## config.mk

```make
export PLATFORM = sky130hd
export DESIGN_NAME = ebr_arbiter
export DESIGN_NICKNAME = d
export VERILOG_FILES = /design/src/logic/ebr_pkg.sv /design/src/logic/ebr_arbiter.sv
export SDC_FILE = /design/constraint.sdc
export NUM_CORES = 1
export LEC_CHECK = 0
export BUFFER_PORTS_ARGS = -buffer_cell sky130_fd_sc_hd__buf_4
export CAP_MARGIN = 5
export CORE_MARGIN = 2
export CORE_UTILIZATION = 52
export CTS_BUF_LIST = sky130_fd_sc_hd__clkbuf_8
export DETAILED_ROUTE_END_ITERATION = 10
export PLACE_DENSITY = 0.77
export REMOVE_ABC_BUFFERS = 1
export SYNTH_ARGS = -nofsm -noshare
export SYNTH_HDL_FRONTEND = slang
export SYNTH_SLANG_ARGS = --single-unit
```

## constraint.sdc

```tcl
create_clock -name CLOCK -period 5.85 [get_ports CLOCK]
set_input_delay 0.8775 -clock CLOCK [delete_from_list [all_inputs] [get_ports CLOCK]]
set_output_delay 0.8775 -clock CLOCK [all_outputs]
set_load 0.1 [all_outputs]
```

## src/logic/ebr_pkg.sv

```systemverilog
/*
  Package for the external bus ready and hold arbiter: register map, field positions,
  reset values, clock output timing and the state encoding shared by the design.
  Assumes a 100 MHz system clock and an APB master with 32-bit data.
*/
`default_nettype none
package ebr_pkg;
  // system clock and exported clock output
  localparam int unsigned CLOCK_PERIOD_NS = 10;
  localparam int unsigned CLOCK_OUTPUT_PIN_PERIOD_NS = 20;
  localparam int unsigned CLOCK_OUTPUT_PIN_HALF_CYCLES = (CLOCK_OUTPUT_PIN_PERIOD_NS / 2 + CLOCK_PERIOD_NS - 1) / CLOCK_PERIOD_NS;

  // register byte offsets
  localparam logic [11:0] CFG_OFFSET = 12'h000;
  localparam logic [11:0] CMD_OFFSET = 12'h004;
  localparam logic [11:0] STATUS_OFFSET = 12'h008;

  // configuration fields
  localparam int unsigned CFG_WAIT_LSB = 0;
  localparam int unsigned CFG_WAIT_W = 4;
  localparam int unsigned CFG_RWDLY_BIT = 4;
  localparam int unsigned CFG_MUX_BIT = 5;
  localparam int unsigned CFG_TRI_BIT = 6;
  localparam int unsigned CFG_RDY_EN_BIT = 7;
  localparam int unsigned CFG_WANT_BIT = 8;
  localparam logic [31:0] CFG_RESET = 32'h0000_0080;

  // command fields
  localparam int unsigned CMD_START_BIT = 0;
  localparam int unsigned CMD_WRITE_BIT = 1;

  // status fields
  localparam int unsigned STAT_STATE_LSB = 0;
  localparam int unsigned STAT_PEND_BIT = 4;
  localparam int unsigned STAT_GRANT_BIT = 5;
  localparam int unsigned STAT_REL_BIT = 6;
  localparam int unsigned STAT_RWAIT_LSB = 16;

  typedef enum logic [3:0] {
    EBR_IDLE = 4'h0,
    EBR_ADDR = 4'h1,
    EBR_DLY = 4'h3,
    EBR_ACC = 4'h2,
    EBR_MUXW = 4'h6,
    EBR_TRIW = 4'h7,
    EBR_REL = 4'h5,
    EBR_HELD = 4'h4,
    EBR_REGN = 4'hc
  } ebr_state_e;

  typedef struct packed {
    logic ale;
    logic rd_n;
    logic wr_n;
    logic cs_n;
    logic cs_oe;
    logic bus_oe;
    logic grant_n;
    logic bus_request_out_n;
  } ebr_pins_s;
endpackage : ebr_pkg
`default_nettype wire

```

## src/logic/ebr_arbiter.sv

```systemverilog
/*
  External bus cycle controller: ready-controlled waitstates, cycle end with post-cycle
  idle and tristate waitstates, and hold / grant / bus-request arbitration.
  Assumes an APB master on CLOCK, external pullups on the chip selects and on the
  ready and hold lines, and pins resolved from the enables by the surroundings.
*/
// Added by the designer: the placing of the registers and the APB interface to the registers.
`default_nettype none
module ebr_arbiter
  import ebr_pkg::*;
#(
  parameter int unsigned CLOCK_OUTPUT_PIN_HALF = CLOCK_OUTPUT_PIN_HALF_CYCLES
) (
  input wire logic CLOCK,
  input wire logic RST_N,
  input wire logic PSEL,
  input wire logic PENABLE,
  input wire logic PWRITE,
  input wire logic [11:0] PADDR,
  input wire logic [31:0] PWDATA,
  output logic [31:0] PRDATA,
  output logic PREADY,
  output logic PSLVERR,
  input wire logic READY_N,
  input wire logic HOLD_N,
  output logic CLOCK_OUTPUT_PIN,
  output logic ALE,
  output logic RD_N,
  output logic WR_N,
  output logic BUS_OE,
  output logic CS_N,
  output logic CS_N_OE,
  output logic HOLD_GRANT_N,
  output logic BUS_REQUEST_OUT_N
);

  typedef struct packed {
    ebr_state_e st;
    logic [2:0] rdy_sync;
    logic [2:0] hld_sync;
    logic rdy_f;
    logic hld_f;
    logic [7:0] div;
    logic clk;
    logic [CFG_WAIT_W-1:0] wcnt;
    logic [8:0] cfg;
    logic pend;
    logic pend_wr;
    logic cyc_wr;
    logic [15:0] rdy_waits;
    logic [31:0] prdata;
    logic pslverr;
    ebr_pins_s pins;
  } ebr_regs_s;

  ebr_regs_s r_ff;
  ebr_regs_s nxt_r;
  logic tick;
  logic setup;
  logic acc_wr;
  logic at_sample;
  logic rdy_wait;

  ////////////////////////////////////////////////////////////////////////////
  // decoding used by the next-state logic and by the APB register interface

  function automatic ebr_pins_s pins_of(input ebr_state_e s, input logic wr, input logic req);
    ebr_pins_s p;
    p.ale = (s == EBR_ADDR);
    p.rd_n = !((s == EBR_ACC) && !wr);
    p.wr_n = !((s == EBR_ACC) && wr);
    p.cs_n = !((s == EBR_ADDR) || (s == EBR_DLY) || (s == EBR_ACC));
    p.cs_oe = !((s == EBR_REL) || (s == EBR_HELD) || (s == EBR_REGN));
    p.bus_oe = p.cs_oe;
    p.grant_n = (s != EBR_HELD);
    p.bus_request_out_n = !((s == EBR_HELD) && req);
    return p;
  endfunction

  function automatic logic is_offset(input logic [11:0] a, input logic [11:0] off);
    return a == off;
  endfunction

  ////////////////////////////////////////////////////////////////////////////
  // clock output and bus cycle sequencing

  // one cycle before the clock output rises
  assign tick = (r_ff.div == 8'(CLOCK_OUTPUT_PIN_HALF - 1)) && !r_ff.clk;
  assign setup = PSEL && !PENABLE;
  assign acc_wr = PSEL && PENABLE && PWRITE;
  assign at_sample = (r_ff.st == EBR_ACC) && (r_ff.wcnt == '0);
  assign rdy_wait = r_ff.cfg[CFG_RDY_EN_BIT] && r_ff.rdy_f;

  always_comb begin
    nxt_r = r_ff;
    // three-stage synchronisers; value taken only when the last two agree
    nxt_r.rdy_sync = {r_ff.rdy_sync[1:0], READY_N};
    nxt_r.hld_sync = {r_ff.hld_sync[1:0], HOLD_N};
    if (r_ff.rdy_sync[1] == r_ff.rdy_sync[2]) begin
      nxt_r.rdy_f = r_ff.rdy_sync[2];
    end
    if (r_ff.hld_sync[1] == r_ff.hld_sync[2]) begin
      nxt_r.hld_f = r_ff.hld_sync[2];
    end
    if (r_ff.div == 8'(CLOCK_OUTPUT_PIN_HALF - 1)) begin
      nxt_r.div = '0;
      nxt_r.clk = !r_ff.clk;
    end else begin
      nxt_r.div = r_ff.div + 8'h01;
    end

    if (tick) begin
      unique case (r_ff.st)
        EBR_IDLE: begin
          // only reached between cycles, so a running cycle is never cut short
          if (!r_ff.hld_f) begin
            nxt_r.st = EBR_REL;
          end
        end
        EBR_ADDR: begin
          nxt_r.st = r_ff.cfg[CFG_RWDLY_BIT] ? EBR_DLY : EBR_ACC;
        end
        EBR_DLY: begin
          nxt_r.st = EBR_ACC;
        end
        EBR_ACC: begin
          if (r_ff.wcnt != '0) begin
            nxt_r.wcnt = r_ff.wcnt - 1'b1;
          end else if (rdy_wait) begin
            nxt_r.rdy_waits = r_ff.rdy_waits + 16'h0001;
          end else if (r_ff.cfg[CFG_MUX_BIT]) begin
            nxt_r.st = EBR_MUXW;
          end else if (r_ff.cfg[CFG_TRI_BIT]) begin
            nxt_r.st = EBR_TRIW;
          end else begin
            nxt_r.st = EBR_IDLE;
          end
        end
        EBR_MUXW: begin
          nxt_r.st = r_ff.cfg[CFG_TRI_BIT] ? EBR_TRIW : EBR_IDLE;
        end
        EBR_TRIW: begin
          nxt_r.st = EBR_IDLE;
        end
        EBR_REL: begin
          nxt_r.st = EBR_HELD;
        end
        EBR_HELD: begin
          // an early bus request does not shorten the hold; only hold going high does
          if (r_ff.hld_f) begin
            nxt_r.st = EBR_REGN;
          end
        end
        EBR_REGN: begin
          nxt_r.st = EBR_IDLE;
        end
        default: begin
          nxt_r.st = EBR_IDLE;
        end
      endcase
      // a waiting start follows the end of a cycle at once, so no idle clock output
      // is added to the gap; a bus just regained still idles one clock output first
      // hold wins: with hold active the idle step leads on to release instead
      if ((nxt_r.st == EBR_IDLE) && (r_ff.st != EBR_REGN) && r_ff.hld_f && r_ff.pend) begin
        nxt_r.st = EBR_ADDR;
        nxt_r.pend = 1'b0;
        nxt_r.cyc_wr = r_ff.pend_wr;
        nxt_r.wcnt = r_ff.cfg[CFG_WAIT_LSB +: CFG_WAIT_W];
      end
      nxt_r.pins = pins_of(nxt_r.st, nxt_r.cyc_wr, r_ff.cfg[CFG_WANT_BIT] && nxt_r.pend);
    end

    // apb slave: read data captured in setup, so the access phase always ends at once
    if (setup) begin
      nxt_r.pslverr = 1'b0;
      nxt_r.prdata = 32'h0000_0000;
      if (is_offset(PADDR, CFG_OFFSET)) begin
        nxt_r.prdata = {23'h00_0000, r_ff.cfg};
      end else if (is_offset(PADDR, STATUS_OFFSET)) begin
        nxt_r.prdata[STAT_STATE_LSB +: 4] = r_ff.st;
        nxt_r.prdata[STAT_PEND_BIT] = r_ff.pend;
        nxt_r.prdata[STAT_GRANT_BIT] = !r_ff.pins.grant_n;
        nxt_r.prdata[STAT_REL_BIT] = !r_ff.pins.bus_oe;
        nxt_r.prdata[STAT_RWAIT_LSB +: 16] = r_ff.rdy_waits;
      end else if (!is_offset(PADDR, CMD_OFFSET)) begin
        nxt_r.pslverr = 1'b1;
      end
    end
    if (acc_wr && is_offset(PADDR, CFG_OFFSET)) begin
      nxt_r.cfg = PWDATA[8:0];
    end
    // a new start beats the clear done by a cycle that begins in the same edge
    if (acc_wr && is_offset(PADDR, CMD_OFFSET) && PWDATA[CMD_START_BIT]) begin
      nxt_r.pend = 1'b1;
      nxt_r.pend_wr = PWDATA[CMD_WRITE_BIT];
    end
  end

  always_ff @(posedge CLOCK or negedge RST_N) begin
    if (!RST_N) begin
      r_ff <= '{
        st: EBR_IDLE,
        rdy_sync: 3'h7,
        hld_sync: 3'h7,
        rdy_f: 1'b1,
        hld_f: 1'b1,
        div: 8'h00,
        clk: 1'b0,
        wcnt: '0,
        cfg: CFG_RESET[8:0],
        pend: 1'b0,
        pend_wr: 1'b0,
        cyc_wr: 1'b0,
        rdy_waits: 16'h0000,
        prdata: 32'h0000_0000,
        pslverr: 1'b0,
        pins: '{ale: 1'b0, rd_n: 1'b1, wr_n: 1'b1, cs_n: 1'b1, cs_oe: 1'b1, bus_oe: 1'b1,
                grant_n: 1'b1, bus_request_out_n: 1'b1}
      };
    end else begin
      r_ff <= nxt_r;
    end
  end

  ////////////////////////////////////////////////////////////////////////////
  // outputs

  assign PRDATA = r_ff.prdata;
  assign PREADY = 1'b1;
  assign PSLVERR = r_ff.pslverr;
  assign CLOCK_OUTPUT_PIN = r_ff.clk;
  assign ALE = r_ff.pins.ale;
  assign RD_N = r_ff.pins.rd_n;
  assign WR_N = r_ff.pins.wr_n;
  assign BUS_OE = r_ff.pins.bus_oe;
  assign CS_N = r_ff.pins.cs_n;
  assign CS_N_OE = r_ff.pins.cs_oe;
  assign HOLD_GRANT_N = r_ff.pins.grant_n;
  assign BUS_REQUEST_OUT_N = r_ff.pins.bus_request_out_n;
endmodule // ebr_arbiter
`default_nettype wire

```

# Word-level counts from Yosys, hierarchy flattened
# Index checks and enable logic that the tools add are counted.
# W data, S select, Z words.
[word_totals] rom_bits=0 in_bits=51 ramBits=0 latch_bits=0 n_memories=0 out_inout_bits=43 word_cells=112 register_bits=93
[op_classes] div_mod_pow=0 bitwise_logic=1 n_shift=0 n_eq_ne=18 n_reduce_logical=39 n_mux=29 magnitude_cmp=0 addsub=3 n_mul=0
[op_table] operator="$mux W4" count=10
[op_table] operator="$mux W16" count=2
[op_table] operator="$pmux W4 S7" count=1
[op_table] operator="$eq A4 B3 Y1 const B" count=5
[op_table] operator="$add A16 B1 Y16 const B" count=1
[op_table] operator="$eq A4 B2 Y1 const B" count=4
[op_table] operator="$logic_and A1 B1 Y1" count=15
[op_table] operator="$mux W7" count=2
[op_table] operator="$eq A12 B3 Y1 const B" count=1
[op_table] operator="$eq A12 B4 Y1 const B" count=1
[op_table] operator="$logic_not A12 Y1" count=1
[op_table] operator="$logic_not A1 Y1" count=10
[op_table] operator="$mux W1" count=9
[op_table] operator="$add A8 B1 Y8 const B" count=1
[op_table] operator="$eq A4 B1 Y1 const B" count=2
[op_table] operator="$logic_not A4 Y1" count=2
[op_table] operator="$logic_not A8 Y1" count=1
[op_table] operator="$mux W8" count=1
[op_table] operator="$mux W3" count=2
[op_table] operator="$reduce_bool A2 Y1" count=3
[op_table] operator="$eq A4 B4 Y1 const B" count=1
[op_table] operator="$logic_or A1 B1 Y1" count=4
[op_table] operator="$mux W2" count=2
[op_table] operator="$ne A4 B3 Y1 const B" count=1
[op_table] operator="other kinds (7)" count=8

# Longest topological paths before layout
[depth] ltp_word=16 mapped_depth=8

# Least setup slack after synthesis
# No wires, ideal clock.
[synth_timing] kind="input port to flip-flop" startpoint="in PADDR[7]" endpoint="reg r_ff (netlist bit PRDATA[0])" arrival_ns=2.343 path_slack_ns=3.438 n_path_buf=0 stages=5 required_ns=5.781 path_cell_list="nor4_1 nand3_1 nor4_1 a222oi_1 inv_1"
[synth_via] elab_chain_len=3 word_cells_on_any_way=4 cone_classes="1 x eq/ne; 2 x mux; 1 x reduce/logical"
[synth_rtl] item="start, declared" line="ebr_arbiter.sv:19" text="input wire logic [11:0] PADDR,"
[synth_rtl] item="$eq A12 B4 Y1" line="ebr_arbiter.sv:81" text="return a == off;"
[synth_rtl] item="$mux W7" line="ebr_arbiter.sv:179" text="end else if (is_offset(PADDR, STATUS_OFFSET)) begin"
[synth_rtl] item="$mux W7 *" line="ebr_arbiter.sv:177" text="if (is_offset(PADDR, CFG_OFFSET)) begin"
[synth_rtl] item="end signal, assigned" line="ebr_arbiter.sv:201" text="r_ff <= '{"
[synth_rtl] item="end signal, assigned" line="ebr_arbiter.sv:221" text="r_ff <= nxt_r;"
[synth_rtl] item="end, declared" line="ebr_arbiter.sv:56" text="ebr_regs_s r_ff;"
# Every way passes the cells marked *; elsewhere a longest branch is shown, timed or not.
# A chain may end at the register's enable or synchronous reset.

# Final worst setup path
[layout_timing] startpoint="reg r_ff[69] (netlist bit)" endpoint="reg r_ff[57] (netlist bit)"
[layout_via] elab_chain_len=10
[layout_rtl] item="$reduce_bool A4 Y1" line="ebr_arbiter.sv:127" text="if (r_ff.wcnt != '0) begin"
[layout_rtl] item="$mux W4" line="ebr_arbiter.sv:127"
[layout_rtl] item="$pmux W4 S7" line="ebr_arbiter.sv:113" text="unique case (r_ff.st)"
[layout_rtl] item="$mux W4" line="ebr_arbiter.sv:112" text="if (tick) begin"
[layout_rtl] item="$logic_not A4 Y1" line="ebr_arbiter.sv:164" text="if ((nxt_r.st == EBR_IDLE) && (r_ff.st != EBR_REGN) && r_ff.hld_f && r_ff.pend) begin"
[layout_rtl] item="$logic_and A1 B1 Y1 (3 in a row)" line="ebr_arbiter.sv:164"
[layout_rtl] item="$mux W1" line="ebr_arbiter.sv:164"
[layout_rtl] item="$mux W1" line="ebr_arbiter.sv:112"
# Every way passes these cells. The select of a mux whose other input is x is not followed.

==> run summary <==
The run finished with clean final reports. By area, the combinational part of the netlist is dominated by simple AND/OR/NAND/NOR gates. After routing, the total negative slack on setup checks comes to 0 ns. The number of warnings reported in the yosys synthesis log came out at 0.

The internal reg-to-reg setup slack came out at 3.18 ns. The count of flip-flops with a built-in enable after synthesis is 0. Once the clock tree was built, the setup fixing pass inserted 0 buffers. Across the VDD grid, the largest voltage drop is 0.250 mV. The placeable core region is 7610 µm².

The synthesized area per cell came out at 11.4 µm². In the layout the commonest cells are sky130_fd_sc_hd__dfrtp_1, sky130_fd_sc_hd__buf_4, sky130_fd_sc_hd__a22o_1. The mapped netlist covers 4010 µm².

Walking the worst path, the cells encountered are inv_1 > ha_1 > or3b_1 > o41ai_1 > nand3_2 > or3_4 > mux2_1. The total setup violations reported at the end of the flow is 0. Global routing consumed, over all layers together, 19.7% of the routing resources. The post-route clock skew came out at 0.0124 ns.

In this run the remaining antenna-violating nets after routing total 0. The fraction of the mapped netlist area in adder cells came out at 2.06%. The number of global-route vias before repair is 2,714. The count of placed standard cells including taps came out at 481. After Yosys synthesis, and, or, nand and nor cells account for 15.3% of the synthesized area. The count of clock tree sinks is 86.

Input and output buffers added on the ports amount to 62. STA puts the critical path data arrival time at 2.90 ns. The antenna diode count came out at 0. The area added between synthesis and finish is 13.9%. The number of hold-slack violations in the final timing report came out at 0. The H-tree was split into 3 levels. The total leakage power is 2.18 nW. During I/O placement, the number of pins put on the boundary was 94. The post-route netlist has 30.1% of its cells at a drive strength greater than 1.

The largest incremental delay on the critical path came out at 0.46 ns. The first detailed-routing pass took 5 iterations. The timing-limited maximum frequency came out at 0.374 GHz. Multiplexer cells account for 3.37% of the synthesized area.

The floorplan die width came out at 91.8 µm. Counting the fill cells in the layout gives 664. The HPWL reported at the end of detailed placement came out at 5.39 mm.

Summed over all layers, the routed wires come to 7.88 mm. Headroom to the max-slew limit came out at 19.6%. Hold repair after CTS inserted 0 buffers. The first global-routing pass estimated 13.1 mm of wire. In the synthesized netlist, the number of instances is 353. The initial core utilization is 52.7%. The average detailed-routed wire length per instance is 15.8 µm. The max-slew violation total from the final report came out at 0.

The count of unique library cells instantiated by Yosys is 51. The number of placement rows came out at 32. The total congestion overflow after global routing came out at 0.

The number of clock buffers added by TritonCTS is 9. The final cell count without fillers came out at 497. The cell type of the slowest stage on the worst timing path is sky130_fd_sc_hd__o41ai_1. The share of the cycle needed by the critical path after routing is 45.7%. For the worst-skew pair, the clock arrives at the later sink with an insertion delay of 0.36 ns. The area fraction in compound gates after synthesis came out at 11.1%. The initial antenna violation count came out at 0. No sink is reached through more buffers than the 2 on the longest clock path.

After Yosys synthesis, XOR and XNOR cells account for 4.80% of the synthesized area. The async set or reset register ratio after synthesis came out at 100%. STA classifies the critical path endpoint as a register.

The max-capacitance violation count is 0. Entering global routing, the biggest net connects 87 pins. Setup repair after global routing left no endpoint under its margin. STA classifies the critical path startpoint as a register. The library cell used most frequently in the layout, excluding fill and tap cells, is sky130_fd_sc_hd__dfrtp_1. The detailed-route DRC error count is 0. Using the TritonRoute via totals, the vias-per-cell ratio works out to 5.62. The first-iteration detailed-routing DRC count is 253. Dividing total power by cell area gives a power density of 321 nW/µm². In this run the clock root is driven by a sky130_fd_sc_hd__clkbuf_8.

The post-cts resize count came out at 0. The register bit total from synthesis is 86. In this run the worst hold path is classified as register to register. At the end of routability-driven placement, the weighted congestion stood at 0.907. The measured slew at the worst slew-check pin came out at 1.21 ns. The setup path with the least slack is of type register to register. The total via count in the routed design is 2,791. The sequential element share of the synthesized area is 54.1%.

The clock tree from TritonCTS is done. The time the final worst path needs with I/O delays and setup is 2.67 ns. The vertical die dimension is 91.8 µm. Of all nets on the critical path, the largest fanout is 6. The net total in the final layout came out at 446. The floorplan step defined a die boundary enclosing 8430 µm². The required arrival time at the worst endpoint is 6.08 ns. Clock-pin slew was measured on the worst setup and hold paths at 0.08 ns. The worst-case hold slack came out at 0.358 ns. The most used flip-flop cell after synthesis is sky130_fd_sc_hd__dfrtp_1.
-- kinds of logic (layout without fill, tap and decap cells) --
group,Yosys count,count (layout)
flops,86,86
simple gates,104,104
mux,12,12
xor+xnor,22,22
fa+ha+maj,7,7
compound gates,58,58
buf+inv,62,98
other cells,2,8
-- state kept, by name, indices dropped and copies added (netlist names) --
register	count
CLOCK_OUTPUT_PIN	1
CS_N	1
nxt_r	4
RD_N	1
PSLVERR	1
HOLD_GRANT_N	1
r_ff	48
BUS_REQUEST_OUT_N	1
WR_N	1
PRDATA	25
ALE	1
BUS_OE	1
-- area by class of cell --
| cell class | count | area (µm²) | share of cell area, % |
|---|---|---|---|
| clock inverter | 6 | 70.1 | 1.53 |
| multi-input combinational | 211 | 1510 | 33.0 |
| tap | 102 | 128 | 2.79 |
| timing repair buffer | 66 | 495 | 10.8 |
| clock buffer | 10 | 138 | 3.01 |
| inverter | 16 | 60.1 | 1.31 |
| sequential | 86 | 2170 | 47.5 |
-- worst max-delay path: cells and delay by family (launching register included) --
| family | cells | cell delay (ns) |
|---|---|---|
| AOI/OAI and AO/OA | 1 | 0.46 |
| buffers and inverters | 1 | 0.10 |
| DFF | 1 | 0.43 |
| adders and majority gates | 1 | 0.16 |
| and+or+nand+nor | 3 | 1.08 |
| muxes | 1 | 0.32 |
-- final timing paths --
kind / startpoint / to / cells past startpoint
min reg2reg: nxt_r[85]$_DFF_PN1_ / nxt_r[86]$_DFF_PN1_ / 0
max in group asynchronous: RST_N / r_ff[72]$_DFFE_PN0P_ / 1
max reg2reg: r_ff[69]$_DFFE_PN0P_ / r_ff[57]$_DFFE_PN0P_ / 7
min in group asynchronous: RST_N / PSLVERR$_DFFE_PN0P_ / 1
max: r_ff[69]$_DFFE_PN0P_ / r_ff[57]$_DFFE_PN0P_ / 7
min: nxt_r[85]$_DFF_PN1_ / nxt_r[86]$_DFF_PN1_ / 0
-- report_power, final --
part           internal, mW  switching [mW]  total (mW)
Combinational         0.100           0.246       0.346
Clock                 0.211           0.210       0.421
Sequential            0.643          0.0564       0.700
-- through the flow --
stage	total power, mW	setup slack [ns]	area [µm²]	util [%]
after floorplan	0.958	2.26	3730	-
after global placement	1.04	3.18	4360	57.3
after detailed placement	1.05	3.11	4360	57.3
after CTS	1.48	3.18	4570	60.1
after global routing	1.54	2.98	4570	60.1
final	1.47	3.18	4570	60.1
-- cell usage after synthesis (3+ instances only) --
| cell type | number | share of area (%) |
|---|---|---|
| sky130_fd_sc_hd__xnor2_1 | 13 | 2.8 |
| sky130_fd_sc_hd__inv_1 | 16 | 1.5 |
| sky130_fd_sc_hd__nor2b_1 | 4 | 0.62 |
| sky130_fd_sc_hd__o21ai_0 | 5 | 0.62 |
| sky130_fd_sc_hd__ha_1 | 5 | 1.6 |
| sky130_fd_sc_hd__nand2b_1 | 3 | 0.47 |
| sky130_fd_sc_hd__clkbuf_1 | 10 | 0.94 |
| sky130_fd_sc_hd__nor3b_1 | 3 | 0.56 |
| sky130_fd_sc_hd__dfrtp_1 | 71 | 44 |
| sky130_fd_sc_hd__o41ai_1 | 3 | 0.66 |
| sky130_fd_sc_hd__a21oi_1 | 9 | 1.1 |
| sky130_fd_sc_hd__nand3_1 | 15 | 1.9 |
| sky130_fd_sc_hd__nor3_1 | 10 | 1.2 |
| sky130_fd_sc_hd__a22o_1 | 18 | 3.9 |
| sky130_fd_sc_hd__and2_1 | 5 | 0.78 |
| sky130_fd_sc_hd__a222oi_1 | 5 | 1.2 |
| sky130_fd_sc_hd__mux2_2 | 11 | 3.1 |
| sky130_fd_sc_hd__o22a_1 | 3 | 0.66 |
| sky130_fd_sc_hd__nor4_1 | 4 | 0.62 |
| sky130_fd_sc_hd__xor2_1 | 9 | 2.0 |
| sky130_fd_sc_hd__and3_1 | 10 | 1.6 |
| sky130_fd_sc_hd__nand4_1 | 5 | 0.78 |
| sky130_fd_sc_hd__buf_4 | 34 | 6.4 |
| sky130_fd_sc_hd__a31oi_1 | 6 | 0.94 |
| sky130_fd_sc_hd__nor2_1 | 13 | 1.2 |
| sky130_fd_sc_hd__nand2_1 | 16 | 1.5 |
| sky130_fd_sc_hd__dfstp_2 | 15 | 9.8 |
-- per-layer routing --
layer	up-vias	routed length, µm	GRT usage [%]
met3	8	518	3.45
met1	1383	3620	28.4
met5	-	0	0
met2	102	3650	29.6
met4	0	87	8.21
li1	1298	-	-
Note: power is estimated with default switching activity, not from simulation.
